==> src/shared/eeprom_host_pkg.sv <==
// What this block does
// device drives stored byte when chip select and output enable low, strobe high
// device floats data pins when chip select or output enable high; the model drives the inverse of its last value instead
// write starts on strobe low pulse with chip select low, output enable high
// device latches address on the later falling edge of select or strobe
// device latches data on the first rising edge of select or strobe
// programming self-timed; reads during write cycle are status polls
// one to 256 bytes programmed together in one period
// host loads next page byte within 150 us, else programming starts
// host keeps page select bits constant across a page load
// byte-in-page bits pick the byte; any order, reload replaces earlier value
// only loaded bytes are programmed
// during write, poll of last byte returns inverted bit 7
// during write, toggle status bit inverts on every read
// no write while output enable low, select high or strobe high
// select or strobe pulses under about 15 ns start no write
// writes inhibited below 3.8 V and for 5 ms after power reaches it
// three-byte sequence enables protection after the write cycle time
// protected writes need the three-byte prefix before the data
// protection state is nonvolatile, shipped disabled
// command sequences follow page-load timing; command bytes not programmed
// unprefixed protected write runs the timer but programs nothing
// identification area at 7ff80 to 7ffff readable and writable with id select high
package eeprom_host_pkg;
	localparam int ADDR_W        = 19;
	localparam int DATA_W        = 8;
	localparam int PAGE_LSB      = 8;
	localparam int CLK_MHZ       = 50;
	localparam int CLK_NS        = 20;
	// strobe timing, least times round up
	localparam int WP_NS         = 100;
	localparam int WPH_NS        = 50;
	localparam int AH_NS         = 50;
	localparam int ACC_NS        = 200;
	localparam int WP_CYC        = (WP_NS + CLK_NS - 1) / CLK_NS;
	localparam int WPH_CYC       = (WPH_NS + CLK_NS - 1) / CLK_NS;
	localparam int ACC_CYC       = (ACC_NS + CLK_NS - 1) / CLK_NS + 1;
	// byte-load window, longest time rounds down
	localparam int BLC_US        = 150;
	localparam int BLC_CYC       = BLC_US * CLK_MHZ;
	// write cycle time and power-on lockout
	localparam int WC_MS         = 10;
	localparam int WC_CYC        = WC_MS * 1000 * CLK_MHZ;
	localparam int PWRUP_MS      = 5;
	localparam int PWRUP_CYC     = PWRUP_MS * 1000 * CLK_MHZ;
	localparam int TMR_W         = 20;
	// protection command sequence
	localparam logic [ADDR_W-1:0] CMD_ADDR0 = 19'h05555;
	localparam logic [ADDR_W-1:0] CMD_ADDR1 = 19'h02aaa;
	localparam logic [ADDR_W-1:0] CMD_ADDR2 = 19'h05555;
	localparam logic [DATA_W-1:0] CMD_DATA0 = 8'haa;
	localparam logic [DATA_W-1:0] CMD_DATA1 = 8'h55;
	localparam logic [DATA_W-1:0] CMD_EN    = 8'ha0;
	localparam logic [DATA_W-1:0] CMD_DIS   = 8'h80;
	localparam logic [DATA_W-1:0] CMD_DIS3  = 8'haa;
	localparam logic [DATA_W-1:0] CMD_DIS4  = 8'h55;
	localparam logic [DATA_W-1:0] CMD_DIS5  = 8'h20;
	localparam logic [ADDR_W-1:0] ID_BASE   = 19'h7ff80;
	localparam int POLL_BIT      = 7;
	localparam int TOGGLE_BIT    = 6;
	localparam int BCNT_W        = 9;

	typedef enum logic [2:0] {
		OP_READ    = 3'h0,
		OP_WRITE   = 3'h1,
		OP_SDP_ON  = 3'h2,
		OP_SDP_OFF = 3'h3
	} op_e;

	typedef struct packed {
		op_e               op;
		logic              protect;
		logic              id_area;
		logic              last;
		logic [ADDR_W-1:0] addr;
		logic [DATA_W-1:0] data;
	} host_req_s;

	typedef struct packed {
		logic [ADDR_W-1:0] addr;
		logic              ce_n;
		logic              oe_n;
		logic              we_n;
		logic              id_hv;
		logic [DATA_W-1:0] dq_out;
		logic              dq_oe;
	} mem_pins_s;
endpackage : eeprom_host_pkg

==> src/verilog/eeprom_host_ctrl.sv <==
`timescale 1ns/1ps
`default_nettype none
module eeprom_host_ctrl
#(
	parameter int unsigned BLC_CYCLES   = eeprom_host_pkg::BLC_CYC,
	parameter int unsigned WC_CYCLES    = eeprom_host_pkg::WC_CYC,
	parameter int unsigned PWRUP_CYCLES = eeprom_host_pkg::PWRUP_CYC
)
(
	input  wire logic                                  clk_sys_i,
	input  wire logic                                  rstn_i,
	input  wire logic                                  req_valid_i,
	input  wire eeprom_host_pkg::host_req_s            req_i,
	output logic                                       req_ready_o,
	output logic                                       rd_valid_o,
	output logic [eeprom_host_pkg::DATA_W-1:0]         rd_data_o,
	output logic                                       wr_done_o,
	output logic                                       wr_timeout_o,
	output eeprom_host_pkg::mem_pins_s                 pins_o,
	input  wire logic [eeprom_host_pkg::DATA_W-1:0]    dq_i
);
	import eeprom_host_pkg::*;

	// ------------------------------------------------------------
	// reset and input synchronisers
	// ------------------------------------------------------------
	logic                rst_s1_q;
	logic                rstn_q;
	logic [DATA_W-1:0]   dq_s1_q;
	logic [DATA_W-1:0]   dq_q;

	always_ff @(posedge clk_sys_i or negedge rstn_i)
	begin
		if (!rstn_i)
		begin
			rst_s1_q <= 1'b0;
			rstn_q   <= 1'b0;
		end
		else
		begin
			rst_s1_q <= 1'b1;
			rstn_q   <= rst_s1_q;
		end
	end

	always_ff @(posedge clk_sys_i or negedge rstn_q)
	begin
		if (!rstn_q)
		begin
			dq_s1_q <= 8'h00;
			dq_q    <= 8'h00;
		end
		else
		begin
			dq_s1_q <= dq_i;
			dq_q    <= dq_s1_q;
		end
	end

	// ------------------------------------------------------------
	// sequencer
	// ------------------------------------------------------------
	typedef enum logic [7:0] {
		S_PWRUP = 8'h01,
		S_IDLE  = 8'h02,
		S_RD    = 8'h04,
		S_WLOW  = 8'h08,
		S_WHIGH = 8'h10,
		S_LOAD  = 8'h20,
		S_POLL  = 8'h40,
		S_PREP  = 8'h80
	} state_e;

	state_e              state_q;
	logic [TMR_W+2:0]    tmr_q;
	logic [TMR_W+2:0]    wc_q;
	logic [1:0]          pre_q;
	logic                pre_active_q;
	logic                last_q;
	logic                poll_prev_q;
	logic                poll_first_q;
	logic [ADDR_W-1:0]   page_q;
	logic [ADDR_W-1:0]   last_addr_q;
	logic [DATA_W-1:0]   last_data_q;
	host_req_s           cur_q;
	logic [ADDR_W-1:0]   pre_addr;
	logic [DATA_W-1:0]   pre_data;

	// protection prefix or disable sequence bytes, issued before the payload
	assign pre_addr = (pre_q == 2'd1) ? CMD_ADDR1 : ((pre_q == 2'd0) ? CMD_ADDR0 : CMD_ADDR2);
	assign pre_data = (pre_q == 2'd0) ? CMD_DATA0 :
	                  (pre_q == 2'd1) ? CMD_DATA1 :
	                  (cur_q.op == OP_SDP_OFF) ? CMD_DIS : CMD_EN;

	always_ff @(posedge clk_sys_i or negedge rstn_q)
	begin
		if (!rstn_q)
		begin
			state_q      <= S_PWRUP;
			tmr_q        <= '0;
			wc_q         <= '0;
			pre_q        <= 2'd0;
			pre_active_q <= 1'b0;
			last_q       <= 1'b0;
			poll_prev_q  <= 1'b0;
			poll_first_q <= 1'b0;
			page_q       <= '0;
			last_addr_q  <= '0;
			last_data_q  <= 8'h00;
			cur_q        <= '0;
			req_ready_o  <= 1'b0;
			rd_valid_o   <= 1'b0;
			rd_data_o    <= 8'h00;
			wr_done_o    <= 1'b0;
			wr_timeout_o <= 1'b0;
			pins_o       <= '{addr: '0, ce_n: 1'b1, oe_n: 1'b1, we_n: 1'b1,
			                  id_hv: 1'b0, dq_out: 8'h00, dq_oe: 1'b0};
		end
		else
		begin
			rd_valid_o   <= 1'b0;
			wr_done_o    <= 1'b0;
			wr_timeout_o <= 1'b0;
			case (state_q)
				S_PWRUP:
				begin
					// no writes until the device power-on lockout has passed
					tmr_q <= tmr_q + 1'b1;
					if (tmr_q >= (TMR_W+3)'(PWRUP_CYCLES))
					begin
						state_q     <= S_IDLE;
						req_ready_o <= 1'b1;
					end
				end
				S_IDLE:
				begin
					if (req_valid_i)
					begin
						cur_q        <= req_i;
						req_ready_o  <= 1'b0;
						tmr_q        <= '0;
						pins_o.addr  <= req_i.addr;
						pins_o.id_hv <= req_i.id_area;
						if (req_i.op == OP_READ)
						begin
							// select and output enable low, strobe high
							pins_o.ce_n <= 1'b0;
							pins_o.oe_n <= 1'b0;
							state_q     <= S_RD;
						end
						else
						begin
							pre_active_q <= req_i.protect || req_i.op != OP_WRITE;
							pre_q        <= 2'd0;
							state_q      <= S_PREP;
						end
					end
				end
				S_RD:
				begin
					tmr_q <= tmr_q + 1'b1;
					if (tmr_q == (TMR_W+3)'(ACC_CYC))
					begin
						pins_o.ce_n <= 1'b1;
						pins_o.oe_n <= 1'b1;
						pins_o.id_hv <= 1'b0;
						rd_data_o   <= dq_q;
						rd_valid_o  <= 1'b1;
						req_ready_o <= 1'b1;
						state_q     <= S_IDLE;
					end
				end
				S_PREP:
				begin
					// output enable high first, then a strobe of at least 100 ns
					pins_o.oe_n   <= 1'b1;
					pins_o.ce_n   <= 1'b0;
					pins_o.dq_oe  <= 1'b1;
					pins_o.addr   <= pre_active_q ? pre_addr : cur_q.addr;
					pins_o.dq_out <= pre_active_q ? pre_data : cur_q.data;
					tmr_q         <= '0;
					state_q       <= S_WLOW;
				end
				S_WLOW:
				begin
					pins_o.we_n <= 1'b0;
					tmr_q       <= tmr_q + 1'b1;
					// wide pulse keeps clear of the device noise filter
					if (tmr_q == (TMR_W+3)'(WP_CYC))
					begin
						pins_o.we_n <= 1'b1;
						tmr_q       <= '0;
						state_q     <= S_WHIGH;
					end
				end
				S_WHIGH:
				begin
					// address held through the rising edge for the hold time
					tmr_q <= tmr_q + 1'b1;
					if (tmr_q == (TMR_W+3)'(WPH_CYC))
					begin
						tmr_q <= '0;
						if (pre_active_q && pre_q != 2'd2)
						begin
							pre_q   <= pre_q + 2'd1;
							state_q <= S_PREP;
						end
						else if (pre_active_q && cur_q.op == OP_WRITE)
						begin
							pre_active_q <= 1'b0;
							state_q      <= S_PREP;
						end
						else if (pre_active_q && cur_q.op != OP_WRITE)
						begin
							pre_active_q <= 1'b0;
							pins_o.ce_n  <= 1'b1;
							pins_o.dq_oe <= 1'b0;
							poll_first_q <= 1'b1;
							wc_q         <= '0;
							last_addr_q  <= CMD_ADDR2;
							last_data_q  <= 8'h00;
							// command bytes are not programmed; wait out the cycle
							state_q      <= S_POLL;
						end
						else
						begin
							pre_active_q <= 1'b0;
							page_q       <= cur_q.addr;
							last_addr_q  <= pins_o.addr;
							last_data_q  <= pins_o.dq_out;
							last_q       <= cur_q.last;
							req_ready_o  <= !cur_q.last;
							state_q      <= S_LOAD;
						end
					end
				end
				S_LOAD:
				begin
					tmr_q <= tmr_q + 1'b1;
					// next byte of the same page, before the load window closes
					if (!last_q && req_valid_i && req_i.op == OP_WRITE &&
					    req_i.addr[ADDR_W-1:PAGE_LSB] == page_q[ADDR_W-1:PAGE_LSB] &&
					    tmr_q < (TMR_W+3)'(BLC_CYCLES - 8))
					begin
						cur_q        <= req_i;
						req_ready_o  <= 1'b0;
						pre_active_q <= 1'b0;
						state_q      <= S_PREP;
					end
					else if (last_q || tmr_q >= (TMR_W+3)'(BLC_CYCLES - 8))
					begin
						// only loaded bytes went to the device
						req_ready_o  <= 1'b0;
						pins_o.ce_n  <= 1'b1;
						pins_o.dq_oe <= 1'b0;
						wr_timeout_o <= !last_q;
						poll_first_q <= 1'b1;
						wc_q         <= '0;
						tmr_q        <= '0;
						state_q      <= S_POLL;
					end
				end
				S_POLL:
				begin
					// reads act as status polls until the device finishes
					wc_q        <= wc_q + 1'b1;
					tmr_q       <= tmr_q + 1'b1;
					pins_o.addr <= last_addr_q;
					pins_o.ce_n <= 1'b0;
					pins_o.oe_n <= 1'b0;
					if (tmr_q == (TMR_W+3)'(ACC_CYC))
					begin
						pins_o.ce_n  <= 1'b1;
						pins_o.oe_n  <= 1'b1;
						tmr_q        <= '0;
						poll_prev_q  <= dq_q[TOGGLE_BIT];
						poll_first_q <= 1'b0;
						// done once toggling stops and bit 7 shows true data, or once wc_q reaches WC_CYCLES
						if ((!poll_first_q && dq_q[TOGGLE_BIT] == poll_prev_q &&
						     dq_q[POLL_BIT] == last_data_q[POLL_BIT]) ||
						    wc_q >= (TMR_W+3)'(WC_CYCLES))
						begin
							pins_o.id_hv <= 1'b0;
							wr_done_o    <= 1'b1;
							req_ready_o  <= 1'b1;
							state_q      <= S_IDLE;
						end
					end
				end
				default:
				begin
					state_q <= S_IDLE;
				end
			endcase
		end
	end
endmodule : eeprom_host_ctrl
`default_nettype wire
==> config.mk <==
export PLATFORM = sky130hd
export DESIGN_NAME = eeprom_host_ctrl
export DESIGN_NICKNAME = d
export VERILOG_FILES = /design/src/shared/eeprom_host_pkg.sv /design/src/verilog/eeprom_host_ctrl.sv
export SDC_FILE = /design/constraint.sdc
export NUM_CORES = 1
export LEC_CHECK = 0
export BUFFER_PORTS_ARGS = -buffer_cell sky130_fd_sc_hd__clkbuf_2
export CORE_ASPECT_RATIO = 1.2
export CORE_UTILIZATION = 39
export DETAILED_ROUTE_END_ITERATION = 8
export SYNTH_ARGS = -nofsm -noshare
export SYNTH_HDL_FRONTEND = slang
export SYNTH_SLANG_ARGS = --single-unit
export TNS_END_PERCENT = 100
==> constraint.sdc <==
create_clock -name clk_sys_i -period 7.4 [get_ports clk_sys_i]
set_input_delay 1.48 -clock clk_sys_i [delete_from_list [all_inputs] [get_ports clk_sys_i]]
set_output_delay 1.48 -clock clk_sys_i [all_outputs]
set_load 0.1 [all_outputs]
==> flow_summary.json <==
{
  "status": "finished clean",
  "dp_slack_ns": 3.30,
  "grt_remaining_overflow": 0,
  "cts_buffers": 17,
  "fin_crit_sh_pct": 54.9,
  "hold_path.class": "flop to flop",
  "yosysWarnings": 0,
  "drive_above_1_share_pct": 19.4,
  "yosysMostFrequentCell": "dfrtp_1",
  "final_nets": 1065,
  "dp_hpwl_um": 16400,
  "yosysTopAreaCellShare_pct": 48.3,
  "fin_crit_ns": 4.06,
  "die_x_um": 143,
  "met2_usage_pct": 34.5,
  "leakage_uw": 0.00462,
  "powerDensity_nw_per_um2": 355,
  "yosysUniqueCellTypes": 60,
  "netlist_area_um2": 9330,
  "critPathSlowestCell": "nor2_1",
  "clock.fmax_mhz": 246,
  "tns_ns": 0,
  "drt_iter0_drc": 448,
  "grt.busiest_layer": "met2",
  "worstSetupStartpointType": "flop",
  "drc": 0,
  "cts_hold_buffers": 0,
  "synth_enable_flop_cells": 0,
  "grt_pass1_wl_um": 39100,
  "wl_um": 23700,
  "vias": 7422,
  "crit_family": "simple AND/OR/NAND/NOR gates",
  "synth_fp_nets": 1005,
  "cts_root_buf": "clkbuf_16",
  "use_met3_pct": 3.87,
  "io_pins": 88,
  "synth-seq-area-share_pct": 49.4,
  "grt_use_met1_pct": 26.1,
  "async_flop_share_pct": 100,
  "grtUsageTotal_pct": 20.7,
  "io_buffers": 87,
  "via_per_inst": 5.54,
  "fillers": 2310,
  "cts-resized-gates": 0,
  "critical_path.endpoint_type": "flop",
  "start_util_pct": 40.0,
  "die_height_um": 171,
  "fin_cells": 1340,
  "synth_flop_cell": "dfrtp_1",
  "rows": 61,
  "grt_pass1_vias": 7372,
  "place_inst": 1308,
  "critPathMaxFanout": 16,
  "maxCapViolCount": 0,
  "cts_sinks": 184,
  "ys_seq_elements": 184,
  "syn-instance-count": 952,
  "cts_tree": "done",
  "first_pass_iters": 5,
  "antenna_found_initial": 0,
  "cts_max_level": 4,
  "path_cells": "or4_1 -> or4_4 -> or3_1 -> a211o_1 -> nor2_1 -> o311ai_0",
  "synth.avg_cell_area_um2": 9.80,
  "layout_setup_ws_ns": 3.34,
  "cp.required_ns": 7.67,
  "synth_commonest_cells": "180 x dfrtp_1, 83 x nand2_1, 77 x o21ai_0, 55 x mux2_2, 50 x nor2_1",
  "worstSetupPathType": "flop to flop",
  "post-route-util_pct": 45.3,
  "final.setup_skew_ns": 0.00759,
  "die_area_um2": 24600,
  "post_cts_buffers": 0,
  "cts.path.max_buffers": 2,
  "routabilityCongestion": 0.886,
  "tightest_slew_ns": 1.17,
  "whs_ns": 0.348,
  "clk_pin_slew_worst_paths_ns": 0.07,
  "yosysTopAreaCell": "dfrtp_1",
  "crit_buf_inv": 0,
  "setup_violations": 0,
  "slew_viol_final": 0,
  "hold_viol": 0,
  "area_growth_syn_to_layout_pct": 13.4,
  "arrival_ns": 4.33,
  "ant_nets": 0,
  "grt_max_degree": 68,
  "critical-path-max-stage-delay_ns": 0.90,
  "n_antenna_cell": 0,
  "rsz0062_at_grt": "false",
  "wl_per_cell_um": 17.7,
  "relSlewSlack_pct": 21.9,
  "vdd_drop_max_v": 0.000270,
  "synth_area_leaders": "dfrtp_1 48%, mux2_2 6.6%, o21ai_0 4.1%",
  "core_um2": 23400,
  "insertion_delay_ns": 0.44
}
per-layer routing:
layer	vias to the layer above	share of wire (%)
li1	3577	-
met1	3624	44
met2	177	49
met3	44	3.9
met4	0	2.9
met5	-	0
worst reg2reg max path, cell delays in order (launching register included):
cell	delay [ns]
dfrtp_1	0.41
or4_1	0.55
or4_4	0.59
or3_1	0.59
a211o_1	0.57
nor2_1	0.90
o311ai_0	0.28
worst paths after layout:
path | start | to | slack [ns] | cells after the start
max | tmr_q[19] | tmr_q[14] | 3.34 | 6
min | dq_s1_q[1] | dq_q[1] | 0.35 | 0
max reg2reg | tmr_q[19] | tmr_q[14] | 3.34 | 6
min reg2reg | dq_s1_q[1] | dq_q[1] | 0.35 | 0
max in group asynchronous | rstn_q | tmr_q[11] | 5.69 | 1
min in group asynchronous | rstn_q | last_addr_q[16] | 0.40 | 0
cell families after synthesis:
kind of cell | after synthesis | share of synthesized area [%]
DFF | 184 | 49.4
other | 1 | 0.0402
muxes | 63 | 7.49
adders and majority gates | 9 | 1.21
AOI/OAI and AO/OA | 221 | 15.4
and+or+nand+nor | 352 | 19.7
xor gates and xnor gates | 31 | 2.91
buffers and inverters | 91 | 3.86
flip-flops by register name, indices dropped and copies added (netlist names), 2 cells and up:
signal,cells
cur_q,31
dq_q,8
dq_s1_q,8
last_addr_q,19
page_q,11
pins_o,32
pre_q,2
rd_data_o,8
state_q,8
tmr_q,23
wc_q,23
placed cells by master (no fill, tap or decap), types with 5 or more instances in the layout:
| master | n |
|---|---|
| a2111oi_0 | 7 |
| a21oi_1 | 38 |
| a222oi_1 | 5 |
| a31oi_1 | 7 |
| and2_1 | 9 |
| and3_1 | 11 |
| buf_4 | 10 |
| clkbuf_16 | 17 |
| clkbuf_2 | 87 |
| dfrtp_1 | 179 |
| ha_1 | 9 |
| inv_1 | 35 |
| mux2_2 | 55 |
| mux2i_1 | 8 |
| nand2_1 | 83 |
| nand2b_1 | 11 |
| nand3_1 | 37 |
| nand4_1 | 12 |
| nor2_1 | 50 |
| nor2b_1 | 36 |
| nor3_1 | 38 |
| nor4_1 | 12 |
| o211ai_1 | 13 |
| o21ai_0 | 77 |
| o221ai_1 | 16 |
| o22a_1 | 8 |
| o22ai_1 | 8 |
| o31ai_1 | 12 |
| or2_2 | 6 |
| or3_1 | 11 |
| or4_1 | 19 |
| xnor2_1 | 27 |
layout make-up:
type | count | area (um^2) | area share [%]
Sequential cell | 184 | 4610 | 43.6
Clock inverter | 11 | 98.8 | 0.934
Multi-Input combinational cell | 677 | 4380 | 41.4
Tap cell | 315 | 394 | 3.72
Clock buffer | 21 | 450 | 4.26
Inverter | 35 | 131 | 1.24
Timing Repair Buffer | 97 | 510 | 4.82
through the flow:
step                      total power, uW  instance area, um^2
after CTS                            3790                10600
after global placement               2890                10000
after global routing                 3960                10600
final                                3760                10600
after detailed placement             2910                10000
after floorplan                      2560                 9330
where the power goes:
group / switching [uW] / internal, uW / total (uW) / leakage [uW]
sequential: 140 / 1200 / 1340 / 0.00231
clock: 395 / 472 / 867 / 0.000264
combinational: 1160 / 388 / 1550 / 0.00204
Power figures use the tool's default switching activity.
